### src/logic/pcsr_pkg.sv
// transceiver control and status register bank: offsets, fields, resets
// assumes byte offsets from the controller's csr base, 32-bit accesses only
package pcsr_pkg;

  // ----------------------------------------------------------------
  // register offsets (bytes from csr base)
  // ----------------------------------------------------------------
  localparam logic [7:0] L_OFS_PHY_CONTROL = 8'hB4;
  localparam logic [7:0] L_OFS_PHY_STATUS = 8'hB8;
  localparam logic [7:0] L_OFS_PHY_IDENT_HIGH = 8'hBC;
  localparam logic [7:0] L_OFS_PHY_IDENT_LOW = 8'hC0;
  localparam logic [7:0] L_OFS_NEGOTIATION_ADVERT = 8'hC4;
  localparam logic [7:0] L_OFS_PARTNER_ABILITY = 8'hC8;
  localparam logic [7:0] L_OFS_NEGOTIATION_EXPANSION = 8'hCC;
  localparam logic [7:0] L_OFS_PHY_MODE_CONTROL = 8'hD0;
  localparam logic [7:0] L_OFS_PHY_CONFIG_IRQ_STATUS = 8'hD4;
  localparam logic [7:0] L_OFS_PHY_IRQ_ENABLE = 8'hD8;
  localparam logic [7:0] L_OFS_FAST_PHY_CONTROL_STATUS = 8'hDC;
  localparam int L_NUM_REGS = 11;

  // ----------------------------------------------------------------
  // control register bit positions
  // ----------------------------------------------------------------
  localparam int L_CTL_PHY_SOFT_RESET = 15;
  localparam int L_CTL_PHY_LOOPBACK_SEL = 14;
  localparam int L_CTL_SPEED_SELECT = 13;
  localparam int L_CTL_NEGOTIATION_ENABLE = 12;
  localparam int L_CTL_PHY_POWER_DOWN = 11;
  localparam int L_CTL_NEGOTIATION_RESTART = 9;
  localparam int L_CTL_DUPLEX_SELECT = 8;
  localparam int L_CTL_COLLISION_TEST = 7;

  // ----------------------------------------------------------------
  // status register bit positions
  // ----------------------------------------------------------------
  localparam int L_STS_FOUR_PAIR_ABILITY = 15;
  localparam int L_STS_FAST_FULL_ABILITY = 14;
  localparam int L_STS_FAST_HALF_ABILITY = 13;
  localparam int L_STS_TEN_FULL_ABILITY = 12;
  localparam int L_STS_TEN_HALF_ABILITY = 11;
  localparam int L_STS_NEGOTIATION_DONE = 5;
  localparam int L_STS_REMOTE_FAULT_LATCHED = 4;
  localparam int L_STS_NEGOTIATION_CAPABLE = 3;
  localparam int L_STS_LINK = 2;
  localparam int L_STS_BABBLE_DETECTED = 1;
  localparam int L_STS_MORE_REGS_FLAG = 0;

  // ----------------------------------------------------------------
  // reset values
  // ----------------------------------------------------------------
  localparam logic L_RST_PHY_SOFT_RESET = 1'b0;
  localparam logic L_RST_PHY_LOOPBACK_SEL = 1'b0;
  localparam logic L_RST_SPEED_SELECT = 1'b1;
  localparam logic L_RST_NEGOTIATION_ENABLE = 1'b1;
  localparam logic L_RST_PHY_POWER_DOWN = 1'b0;
  localparam logic L_RST_NEGOTIATION_RESTART = 1'b0;
  localparam logic L_RST_DUPLEX_SELECT = 1'b0;
  localparam logic L_RST_COLLISION_TEST = 1'b0;
  localparam logic L_RST_LATCHED_FLAG = 1'b0;
  localparam logic [15:0] L_RST_MISC = 16'h0000;

  // ----------------------------------------------------------------
  // carriers
  // ----------------------------------------------------------------
  typedef struct packed {
    logic soft_reset;
    logic loopback;
    logic speed_100;
    logic neg_enable;
    logic power_down;
    logic neg_restart;
    logic full_duplex;
    logic collision_test;
  } pcsr_ctrl_s;

  typedef struct packed {
    logic reset_done;
    logic restart_ack;
    logic neg_done;
    logic neg_speed_100;
    logic neg_full_duplex;
    logic remote_fault;
    logic link_ok;
    logic jabber;
    logic [15:0] partner_ability;
    logic [15:0] neg_expansion;
    logic [15:0] config_irq_status;
  } pcsr_phy_in_s;

endpackage : pcsr_pkg

### src/logic/pcsr_regs.sv
// transceiver control/status register bank in the controller csr space
// assumes single-cycle csr read/write strobes synchronous to i_mclk and a
// transceiver core that pulses its done/ack inputs when work finishes
//
// How it works
// - eleven 16-bit registers sit at byte offsets b4h through dch, one word apart
// - accesses are full words; upper halfword reads zero, writes ignored
// - control bit 15 starts transceiver reset, self-clears when done
// - bit 13 picks 100 or 10 Mbps, reset 1, unused while negotiating
// - bit 12 enables negotiation, reset 1
// - bit 11 powers the transceiver down while set
// - bit 9 restarts negotiation, self-clears once restarted, reset 0
// - bit 8 picks full duplex, reset 0, unused while negotiating
// - bit 7 enables collision test, reset 0
// - status is read only; bit 15 reads 0, bits 14..11 and 3 read 1
// - status bit 5 shows negotiation complete, reset 0
// - status bit 4 latches remote fault high, cleared by status read
// - status bit 2 shows link, latches low on failure until read
// - status bit 1 latches jabber high in 10 Mbps only, read clears
// - latched flags hold from event until a status read releases them
// - status bit 0 always reads 1
`timescale 1ns/1ps

module pcsr_regs #(
  // arbitrary neutral identity values
  parameter logic [15:0] P_IDENT_HIGH = 16'h0A5A,
  parameter logic [15:0] P_IDENT_LOW = 16'h0010
) (
  input wire logic i_mclk,
  input wire logic i_rst_n,
  input wire logic [7:0] i_csr_addr,
  input wire logic i_csr_wr,
  input wire logic i_csr_rd,
  input wire logic [31:0] i_csr_wdata,
  output logic [31:0] o_csr_rdata,
  input wire pcsr_pkg::pcsr_phy_in_s i_phy,
  output pcsr_pkg::pcsr_ctrl_s o_phy_ctrl
);

  // ----------------------------------------------------------------
  // reset release
  // ----------------------------------------------------------------
  logic rst_meta_r;
  logic rst_sync_r;

  always_ff @(posedge i_mclk or negedge i_rst_n)
  begin
    if (!i_rst_n)
    begin
      rst_meta_r <= 1'b0;
      rst_sync_r <= 1'b0;
    end
    else
    begin
      rst_meta_r <= 1'b1;
      rst_sync_r <= rst_meta_r;
    end
  end

  // ----------------------------------------------------------------
  // address decode
  // ----------------------------------------------------------------
  // returns 0..10 for a mapped offset, 15 for anything else
  function automatic logic [3:0] reg_index(input logic [7:0] addr);
    logic [7:0] rel;
    rel = addr - pcsr_pkg::L_OFS_PHY_CONTROL;
    if (addr < pcsr_pkg::L_OFS_PHY_CONTROL ||
        addr > pcsr_pkg::L_OFS_FAST_PHY_CONTROL_STATUS ||
        addr[1:0] != 2'b00)
      reg_index = 4'hF;
    else
      reg_index = rel[5:2];
  endfunction : reg_index

  localparam logic [3:0] L_IDX_CTRL = 4'h0;
  localparam logic [3:0] L_IDX_STAT = 4'h1;
  localparam logic [3:0] L_IDX_ID_HI = 4'h2;
  localparam logic [3:0] L_IDX_ID_LO = 4'h3;
  localparam logic [3:0] L_IDX_ADV = 4'h4;
  localparam logic [3:0] L_IDX_PART = 4'h5;
  localparam logic [3:0] L_IDX_EXP = 4'h6;
  localparam logic [3:0] L_IDX_MODE = 4'h7;
  localparam logic [3:0] L_IDX_CIIS = 4'h8;
  localparam logic [3:0] L_IDX_IEN = 4'h9;
  localparam logic [3:0] L_IDX_FAST = 4'hA;

  logic [3:0] acc_idx;
  logic wr_ctrl;
  logic rd_stat;
  logic [15:0] wd;

  always_comb
  begin
    acc_idx = reg_index(i_csr_addr);
    wr_ctrl = i_csr_wr && (acc_idx == L_IDX_CTRL);
    rd_stat = i_csr_rd && (acc_idx == L_IDX_STAT);
    wd = i_csr_wdata[15:0];
  end

  // ----------------------------------------------------------------
  // control register
  // ----------------------------------------------------------------
  pcsr_pkg::pcsr_ctrl_s ctrl_r;
  pcsr_pkg::pcsr_ctrl_s ctrl_nxt;

  // writing 0 to a self-clearing bit does not cancel an action under way;
  // a new request in the done cycle wins so it is not lost
  always_comb
  begin
    ctrl_nxt = ctrl_r;
    if (i_phy.reset_done)
      ctrl_nxt.soft_reset = 1'b0;
    if (i_phy.restart_ack)
      ctrl_nxt.neg_restart = 1'b0;
    if (wr_ctrl)
    begin
      if (wd[pcsr_pkg::L_CTL_PHY_SOFT_RESET])
        ctrl_nxt.soft_reset = 1'b1;
      if (wd[pcsr_pkg::L_CTL_NEGOTIATION_RESTART])
        ctrl_nxt.neg_restart = 1'b1;
      ctrl_nxt.loopback = wd[pcsr_pkg::L_CTL_PHY_LOOPBACK_SEL];
      ctrl_nxt.speed_100 = wd[pcsr_pkg::L_CTL_SPEED_SELECT];
      ctrl_nxt.neg_enable = wd[pcsr_pkg::L_CTL_NEGOTIATION_ENABLE];
      ctrl_nxt.power_down = wd[pcsr_pkg::L_CTL_PHY_POWER_DOWN];
      ctrl_nxt.full_duplex = wd[pcsr_pkg::L_CTL_DUPLEX_SELECT];
      ctrl_nxt.collision_test = wd[pcsr_pkg::L_CTL_COLLISION_TEST];
    end
  end

  always_ff @(posedge i_mclk or negedge rst_sync_r)
  begin
    if (!rst_sync_r)
    begin
      ctrl_r.soft_reset <= pcsr_pkg::L_RST_PHY_SOFT_RESET;
      ctrl_r.loopback <= pcsr_pkg::L_RST_PHY_LOOPBACK_SEL;
      ctrl_r.speed_100 <= pcsr_pkg::L_RST_SPEED_SELECT;
      ctrl_r.neg_enable <= pcsr_pkg::L_RST_NEGOTIATION_ENABLE;
      ctrl_r.power_down <= pcsr_pkg::L_RST_PHY_POWER_DOWN;
      ctrl_r.neg_restart <= pcsr_pkg::L_RST_NEGOTIATION_RESTART;
      ctrl_r.full_duplex <= pcsr_pkg::L_RST_DUPLEX_SELECT;
      ctrl_r.collision_test <= pcsr_pkg::L_RST_COLLISION_TEST;
    end
    else
    begin
      ctrl_r <= ctrl_nxt;
    end
  end

  // ----------------------------------------------------------------
  // transceiver controls
  // ----------------------------------------------------------------
  pcsr_pkg::pcsr_ctrl_s phy_ctrl_r;
  pcsr_pkg::pcsr_ctrl_s phy_ctrl_nxt;

  // while negotiating, speed and duplex come from the negotiated result,
  // so the manual selections are simply not looked at
  always_comb
  begin
    phy_ctrl_nxt = ctrl_nxt;
    if (ctrl_nxt.neg_enable)
    begin
      phy_ctrl_nxt.speed_100 = i_phy.neg_speed_100;
      phy_ctrl_nxt.full_duplex = i_phy.neg_full_duplex;
    end
  end

  always_ff @(posedge i_mclk or negedge rst_sync_r)
  begin
    if (!rst_sync_r)
      phy_ctrl_r <= '0;
    else
      phy_ctrl_r <= phy_ctrl_nxt;
  end

  assign o_phy_ctrl = phy_ctrl_r;

  // ----------------------------------------------------------------
  // latched status flags and the live negotiation done bit
  // ----------------------------------------------------------------
  logic rf_r;
  logic rf_nxt;
  logic link_r;
  logic link_nxt;
  logic jab_r;
  logic jab_nxt;
  logic done_r;
  logic done_nxt;

  // a read releases the latch and the same cycle's live state is taken,
  // so an event coinciding with the clearing read is kept
  always_comb
  begin
    rf_nxt = (rd_stat ? 1'b0 : rf_r) | i_phy.remote_fault;
    link_nxt = (rd_stat ? 1'b1 : link_r) & i_phy.link_ok;
    jab_nxt = (rd_stat ? 1'b0 : jab_r) |
              (i_phy.jabber & ~phy_ctrl_r.speed_100);
    done_nxt = i_phy.neg_done & ctrl_r.neg_enable;
  end

  always_ff @(posedge i_mclk or negedge rst_sync_r)
  begin
    if (!rst_sync_r)
    begin
      rf_r <= pcsr_pkg::L_RST_LATCHED_FLAG;
      link_r <= pcsr_pkg::L_RST_LATCHED_FLAG;
      jab_r <= pcsr_pkg::L_RST_LATCHED_FLAG;
      done_r <= pcsr_pkg::L_RST_LATCHED_FLAG;
    end
    else
    begin
      rf_r <= rf_nxt;
      link_r <= link_nxt;
      jab_r <= jab_nxt;
      done_r <= done_nxt;
    end
  end

  // ----------------------------------------------------------------
  // plain storage for the remaining writable registers
  // ----------------------------------------------------------------
  localparam int L_NUM_MISC = 4;
  logic [15:0] misc_r [L_NUM_MISC];
  logic [15:0] misc_nxt [L_NUM_MISC];
  logic [1:0] misc_sel;
  logic misc_hit;

  always_comb
  begin
    misc_hit = 1'b1;
    case (acc_idx)
      L_IDX_ADV: misc_sel = 2'h0;
      L_IDX_MODE: misc_sel = 2'h1;
      L_IDX_IEN: misc_sel = 2'h2;
      L_IDX_FAST: misc_sel = 2'h3;
      default:
      begin
        misc_sel = 2'h0;
        misc_hit = 1'b0;
      end
    endcase
    for (int k = 0; k < L_NUM_MISC; k++)
      misc_nxt[k] = misc_r[k];
    if (i_csr_wr && misc_hit)
      misc_nxt[misc_sel] = wd;
  end

  always_ff @(posedge i_mclk or negedge rst_sync_r)
  begin
    if (!rst_sync_r)
    begin
      for (int k = 0; k < L_NUM_MISC; k++)
        misc_r[k] <= pcsr_pkg::L_RST_MISC;
    end
    else
    begin
      for (int k = 0; k < L_NUM_MISC; k++)
        misc_r[k] <= misc_nxt[k];
    end
  end

  // ----------------------------------------------------------------
  // read path
  // ----------------------------------------------------------------
  logic [15:0] ctrl_view;
  logic [15:0] stat_view;
  logic [15:0] rd_word;
  logic [31:0] rdata_r;
  logic [31:0] rdata_nxt;

  always_comb
  begin
    ctrl_view = 16'h0000;
    ctrl_view[pcsr_pkg::L_CTL_PHY_SOFT_RESET] = ctrl_r.soft_reset;
    ctrl_view[pcsr_pkg::L_CTL_PHY_LOOPBACK_SEL] = ctrl_r.loopback;
    ctrl_view[pcsr_pkg::L_CTL_SPEED_SELECT] = ctrl_r.speed_100;
    ctrl_view[pcsr_pkg::L_CTL_NEGOTIATION_ENABLE] = ctrl_r.neg_enable;
    ctrl_view[pcsr_pkg::L_CTL_PHY_POWER_DOWN] = ctrl_r.power_down;
    ctrl_view[pcsr_pkg::L_CTL_NEGOTIATION_RESTART] = ctrl_r.neg_restart;
    ctrl_view[pcsr_pkg::L_CTL_DUPLEX_SELECT] = ctrl_r.full_duplex;
    ctrl_view[pcsr_pkg::L_CTL_COLLISION_TEST] = ctrl_r.collision_test;

    stat_view = 16'h0000;
    stat_view[pcsr_pkg::L_STS_FOUR_PAIR_ABILITY] = 1'b0;
    stat_view[pcsr_pkg::L_STS_FAST_FULL_ABILITY] = 1'b1;
    stat_view[pcsr_pkg::L_STS_FAST_HALF_ABILITY] = 1'b1;
    stat_view[pcsr_pkg::L_STS_TEN_FULL_ABILITY] = 1'b1;
    stat_view[pcsr_pkg::L_STS_TEN_HALF_ABILITY] = 1'b1;
    stat_view[pcsr_pkg::L_STS_NEGOTIATION_DONE] = done_r;
    stat_view[pcsr_pkg::L_STS_REMOTE_FAULT_LATCHED] = rf_r;
    stat_view[pcsr_pkg::L_STS_NEGOTIATION_CAPABLE] = 1'b1;
    stat_view[pcsr_pkg::L_STS_LINK] = link_r;
    stat_view[pcsr_pkg::L_STS_BABBLE_DETECTED] = jab_r;
    stat_view[pcsr_pkg::L_STS_MORE_REGS_FLAG] = 1'b1;

    case (acc_idx)
      L_IDX_CTRL: rd_word = ctrl_view;
      L_IDX_STAT: rd_word = stat_view;
      L_IDX_ID_HI: rd_word = P_IDENT_HIGH;
      L_IDX_ID_LO: rd_word = P_IDENT_LOW;
      L_IDX_PART: rd_word = i_phy.partner_ability;
      L_IDX_EXP: rd_word = i_phy.neg_expansion;
      L_IDX_CIIS: rd_word = i_phy.config_irq_status;
      L_IDX_ADV,
      L_IDX_MODE,
      L_IDX_IEN,
      L_IDX_FAST: rd_word = misc_r[misc_sel];
      default: rd_word = 16'h0000;
    endcase

    rdata_nxt = rdata_r;
    if (i_csr_rd)
      rdata_nxt = {16'h0000, rd_word};
  end

  always_ff @(posedge i_mclk or negedge rst_sync_r)
  begin
    if (!rst_sync_r)
      rdata_r <= 32'h0000_0000;
    else
      rdata_r <= rdata_nxt;
  end

  assign o_csr_rdata = rdata_r;

endmodule : pcsr_regs

### config.mk
export PLATFORM = sky130hd
export DESIGN_NAME = pcsr_regs
export DESIGN_NICKNAME = d
export VERILOG_FILES = /design/src/logic/pcsr_pkg.sv /design/src/logic/pcsr_regs.sv
export SDC_FILE = /design/constraint.sdc
export NUM_CORES = 1
export LEC_CHECK = 0
export ABC_AREA = 0
export BUFFER_PORTS_ARGS = -buffer_cell sky130_fd_sc_hd__clkbuf_2
export CAP_MARGIN = 20
export CORE_AREA = 2 2 104 106
export CTS_CLUSTER_DIAMETER = 80
export CTS_CLUSTER_SIZE = 16
export DETAILED_ROUTE_END_ITERATION = 10
export DIE_AREA = 0 0 106 108
export PLACE_DENSITY = 0.79
export SYNTH_ARGS = -nofsm -noshare
export SYNTH_HDL_FRONTEND = slang
export SYNTH_SLANG_ARGS = --single-unit
export TNS_END_PERCENT = 30
### constraint.sdc
create_clock -name i_mclk -period 4.24 [get_ports i_mclk]
set_clock_uncertainty 0.1 [all_clocks]
set_input_delay 0 -clock i_mclk [delete_from_list [all_inputs] [get_ports i_mclk]]
set_output_delay 0 -clock i_mclk [all_outputs]
set_load 0.01 [all_outputs]
==> flow_metrics.py <==
metrics = {
    "timing": {
        "hold_violations": 0,
        "finalCriticalPeriod_ns": 3.292,
        "fin_setup_tns_ns": 0,
        "final_max_slew_viol_count": 0,
        "slew_headroom_pct": 24.53,
        "setup_viol": 0,
        "rsz0062_at_grt": "false",
        "post-route-period-util_pct": 77.64,
        "fmax_mhz": 303.8,
        "worstMarginPinSlew_ns": 1.130,
    },
    "power": {
        "power.density_nw_per_um2": 269.9,
        "cellLeakagePower_nw": 3.271,
        "vdd_drop_max_mv": 0.1977,
    },
    "logic_synthesis": {
        "synth_edf_count": 0,
        "ys.warnings.count": 0,
        "async_reset_ff_share_pct": 100.0,
        "synth_cells": 511,
        "yosys.cell_types.count": 78,
        "ys_seq_elements": 97,
        "ys_seq_area_share_pct": 44.28,
        "synth_top_cell_by_area": "dfrtp_1",
        "synth_area_leaders": "dfrtp_1 43%, mux2_2 15%, buf_4 3.4%",
        "yosysTopAreaCellShare_pct": 43.32,
        "syn_area_per_cell_um2": 10.74,
        "ys.flop_type": "dfrtp_1",
        "synthesis.area_um2": 5488,
    },
    "outcome": {
        "status": "finished, final reports clean",
    },
    "route": {
        "drtAntennaViolNets": 0,
        "vias": 5072,
        "drtIter0Drc": 525,
        "post_drt_wl_per_cell_um": 21.20,
        "firstDrtPassIters": 6,
        "viasPerCell": 6.262,
        "drc": 0,
        "wl_um": 17170,
    },
    "clock_tree": {
        "cts_root_buf": "clkbuf_8",
        "cts_made_buffers": 9,
        "h-tree-depth": 3,
        "cts_tree": "built",
        "clkSinkCount": 97,
        "clock_path_buffers": 2,
        "clock_latency_ns": 0.37,
        "cts_setup_buffers": 0,
        "clkSlewWorstSetupHoldPaths_ns": 0.09,
        "cts_resized": 0,
    },
    "global_routing": {
        "top_usage_layer": "met2",
        "grt-ovfl-total": 0,
        "grtUsageTotal_pct": 30.80,
        "grt_first_pass_wirelength_um": 26570,
        "met2_usage_pct": 49.54,
        "grt_max_degree": 63,
        "antenna_found_initial": 1,
        "met1_usage_pct": 39.71,
        "met3_usage_pct": 5.365,
        "grt_pass1_vias": 4965,
    },
    "die": {
        "dieArea_um2": 11450,
        "fp.dieH_um": 108,
        "core_area_um2": 10230,
        "initial_core_util_pct": 53.64,
        "num_io_pins": 140,
        "num_rows": 37,
        "dieWidth_um": 106,
    },
    "final_layout": {
        "nNetsFinal": 769,
        "n_fill_cell": 739,
        "drive_above_1_share_pct": 35.66,
        "fin_util_pct": 67.09,
        "area.growth.synth_to_final_pct": 25.08,
        "final_cells": 810,
    },
    "setup_path": {
        "critical_path_arrival_ns": 3.45,
        "crit_type": "input pin to flip-flop",
        "start_kind": "input pin",
        "worstPathRequired_ns": 4.40,
        "r2r_cells": 5,
        "path_max_fanout": 16,
        "rrSetupSlack_ns": 2.34,
        "r2r_start": "ctrl_r[5]",
        "rr_endpoint": "o_csr_rdata[13]",
        "setup.worst_path.end_class": "flip-flop",
    },
    "placed_design": {
        "port_buffers": 107,
        "dp.cells": 740,
        "gp_congestion": 0.9179,
        "dp_hpwl_um": 11440,
    },
    "min_path": {
        "hp-class": "input pin to flip-flop",
        "whs_endpoint": "o_csr_rdata[12]",
        "min_from": "i_phy[28]",
        "whs_path_depth": 4,
    },
    "job": {
        "cap_violations": 0,
    },
}
==> what timing repair did <==
action | 4_1_cts | 5_1_grt
hold buffers | 53 | 0
setup endpoints to repair | 0 | 0
endpoints found under the hold margin | 93 | 0
==> registers in the layout, summed over array words and instances, names as in the netlist <==
signal       flops
misc_r          64
o_csr_rdata     16
o_phy_ctrl       8
ctrl_r           3
done_r           1
jab_r            1
link_r           1
rf_r             1
rst_meta_r       1
rst_sync_r       1
==> how the worst max path moves through the flow <==
stage / startpoint / endpoint
global placement: i_csr_addr[3] / o_csr_rdata[9]
floorplan: rst_sync_r / ctrl_r[1]
finish: i_csr_addr[3] / o_phy_ctrl[5]
global route: i_csr_addr[3] / o_phy_ctrl[5]
CTS: i_csr_addr[3] / o_phy_ctrl[1]
detailed placement: i_csr_addr[3] / o_csr_rdata[14]
==> area by class of cell <==
cell class / instances / area (um2) / share of cell area (%)
Sequential cell: 97 / 2434 / 35.45
Clock buffer: 13 / 148.9 / 2.169
Timing Repair Buffer: 185 / 1266 / 18.45
Inverter: 18 / 67.56 / 0.9843
Multi-Input combinational cell: 357 / 2735 / 39.85
Clock inverter: 3 / 40.04 / 0.5833
Tap cell: 136 / 170.2 / 2.479
Antenna cell: 1 / 2.502 / 0.03646
==> where the power goes <==
part	internal (mW)	switching (mW)	total, mW
clock	0.288	0.316	0.604
sequential	0.955	0.0282	0.983
combinational	0.117	0.148	0.265
==> critical path: stages <==
cell and delay (ns):
clkbuf_2 0.24, inv_1 0.14, ha_1 0.64, and2_0 0.50, nand2_1 0.16, a211oi_4 0.58, mux2i_1 0.43, o21ai_0 0.18
dlygate4sd3_1 0.58
==> layout by cell type (no fill, tap or decap), types with 11 or more instances in the layout <==
cell type	instances
a21oi_1	19
a22oi_1	12
buf_4	24
clkbuf_2	107
conb_1	17
dfrtp_1	94
dlygate4sd3_1	53
inv_1	17
mux2_2	71
mux2i_1	12
nand2_1	35
nor2_1	15
nor2b_1	11
o21ai_0	14
==> metrics by stage <==
step / instance area [um2] / power, mW / hold WS [ns] / setup slack, ns
floorplan: 5544 / 1.139 / -0.3956 / 1.241
global placement: 6142 / 1.218 / -0.3154 / 1.295
detailed placement: 6142 / 1.227 / -0.3139 / 1.265
finish: 6864 / 1.853 / 0.01712 / 0.9481
global route: 6864 / 1.915 / 0.02609 / 0.8297
CTS: 6862 / 1.845 / 0.002674 / 1.119
==> kinds of logic (layout without fill, tap and decap cells) <==
logic type | after synthesis | after routing | synth area share (%)
buffers and inverters | 72 | 219 | 7.091
xor gates and xnor gates | 2 | 2 | 0.3193
adders and majority gates | 1 | 1 | 0.2280
other | 2 | 18 | 0.1368
DFF | 97 | 97 | 44.28
muxes | 83 | 83 | 16.76
AOI/OAI and AO/OA | 134 | 134 | 18.72
and+or+nand+nor | 120 | 120 | 12.47
==> per-layer routing <==
metal  routed length [um]  vias to the layer above
met5                    0                        -
met1                 6443                     2440
li1                     -                     2183
met4                 1039                        0
met2                 7921                      359
met3                 1764                       90
==> cell usage after synthesis (5+ instances only) <==
cell type,n
nand2_1,35
or3_1,5
mux2_2,71
a22oi_1,12
nand2b_1,6
inv_1,17
o21ai_1,5
a211oi_1,9
nor2b_1,11
nand3_1,6
nor2_1,15
nor3_1,8
a221o_1,7
a21oi_1,19
dfrtp_1,95
a32oi_1,9
mux2i_1,12
o21ai_0,14
buf_4,25
a221oi_1,5
clkbuf_1,8
buf_2,20
Note: power is estimated with default switching activity, not from simulation.
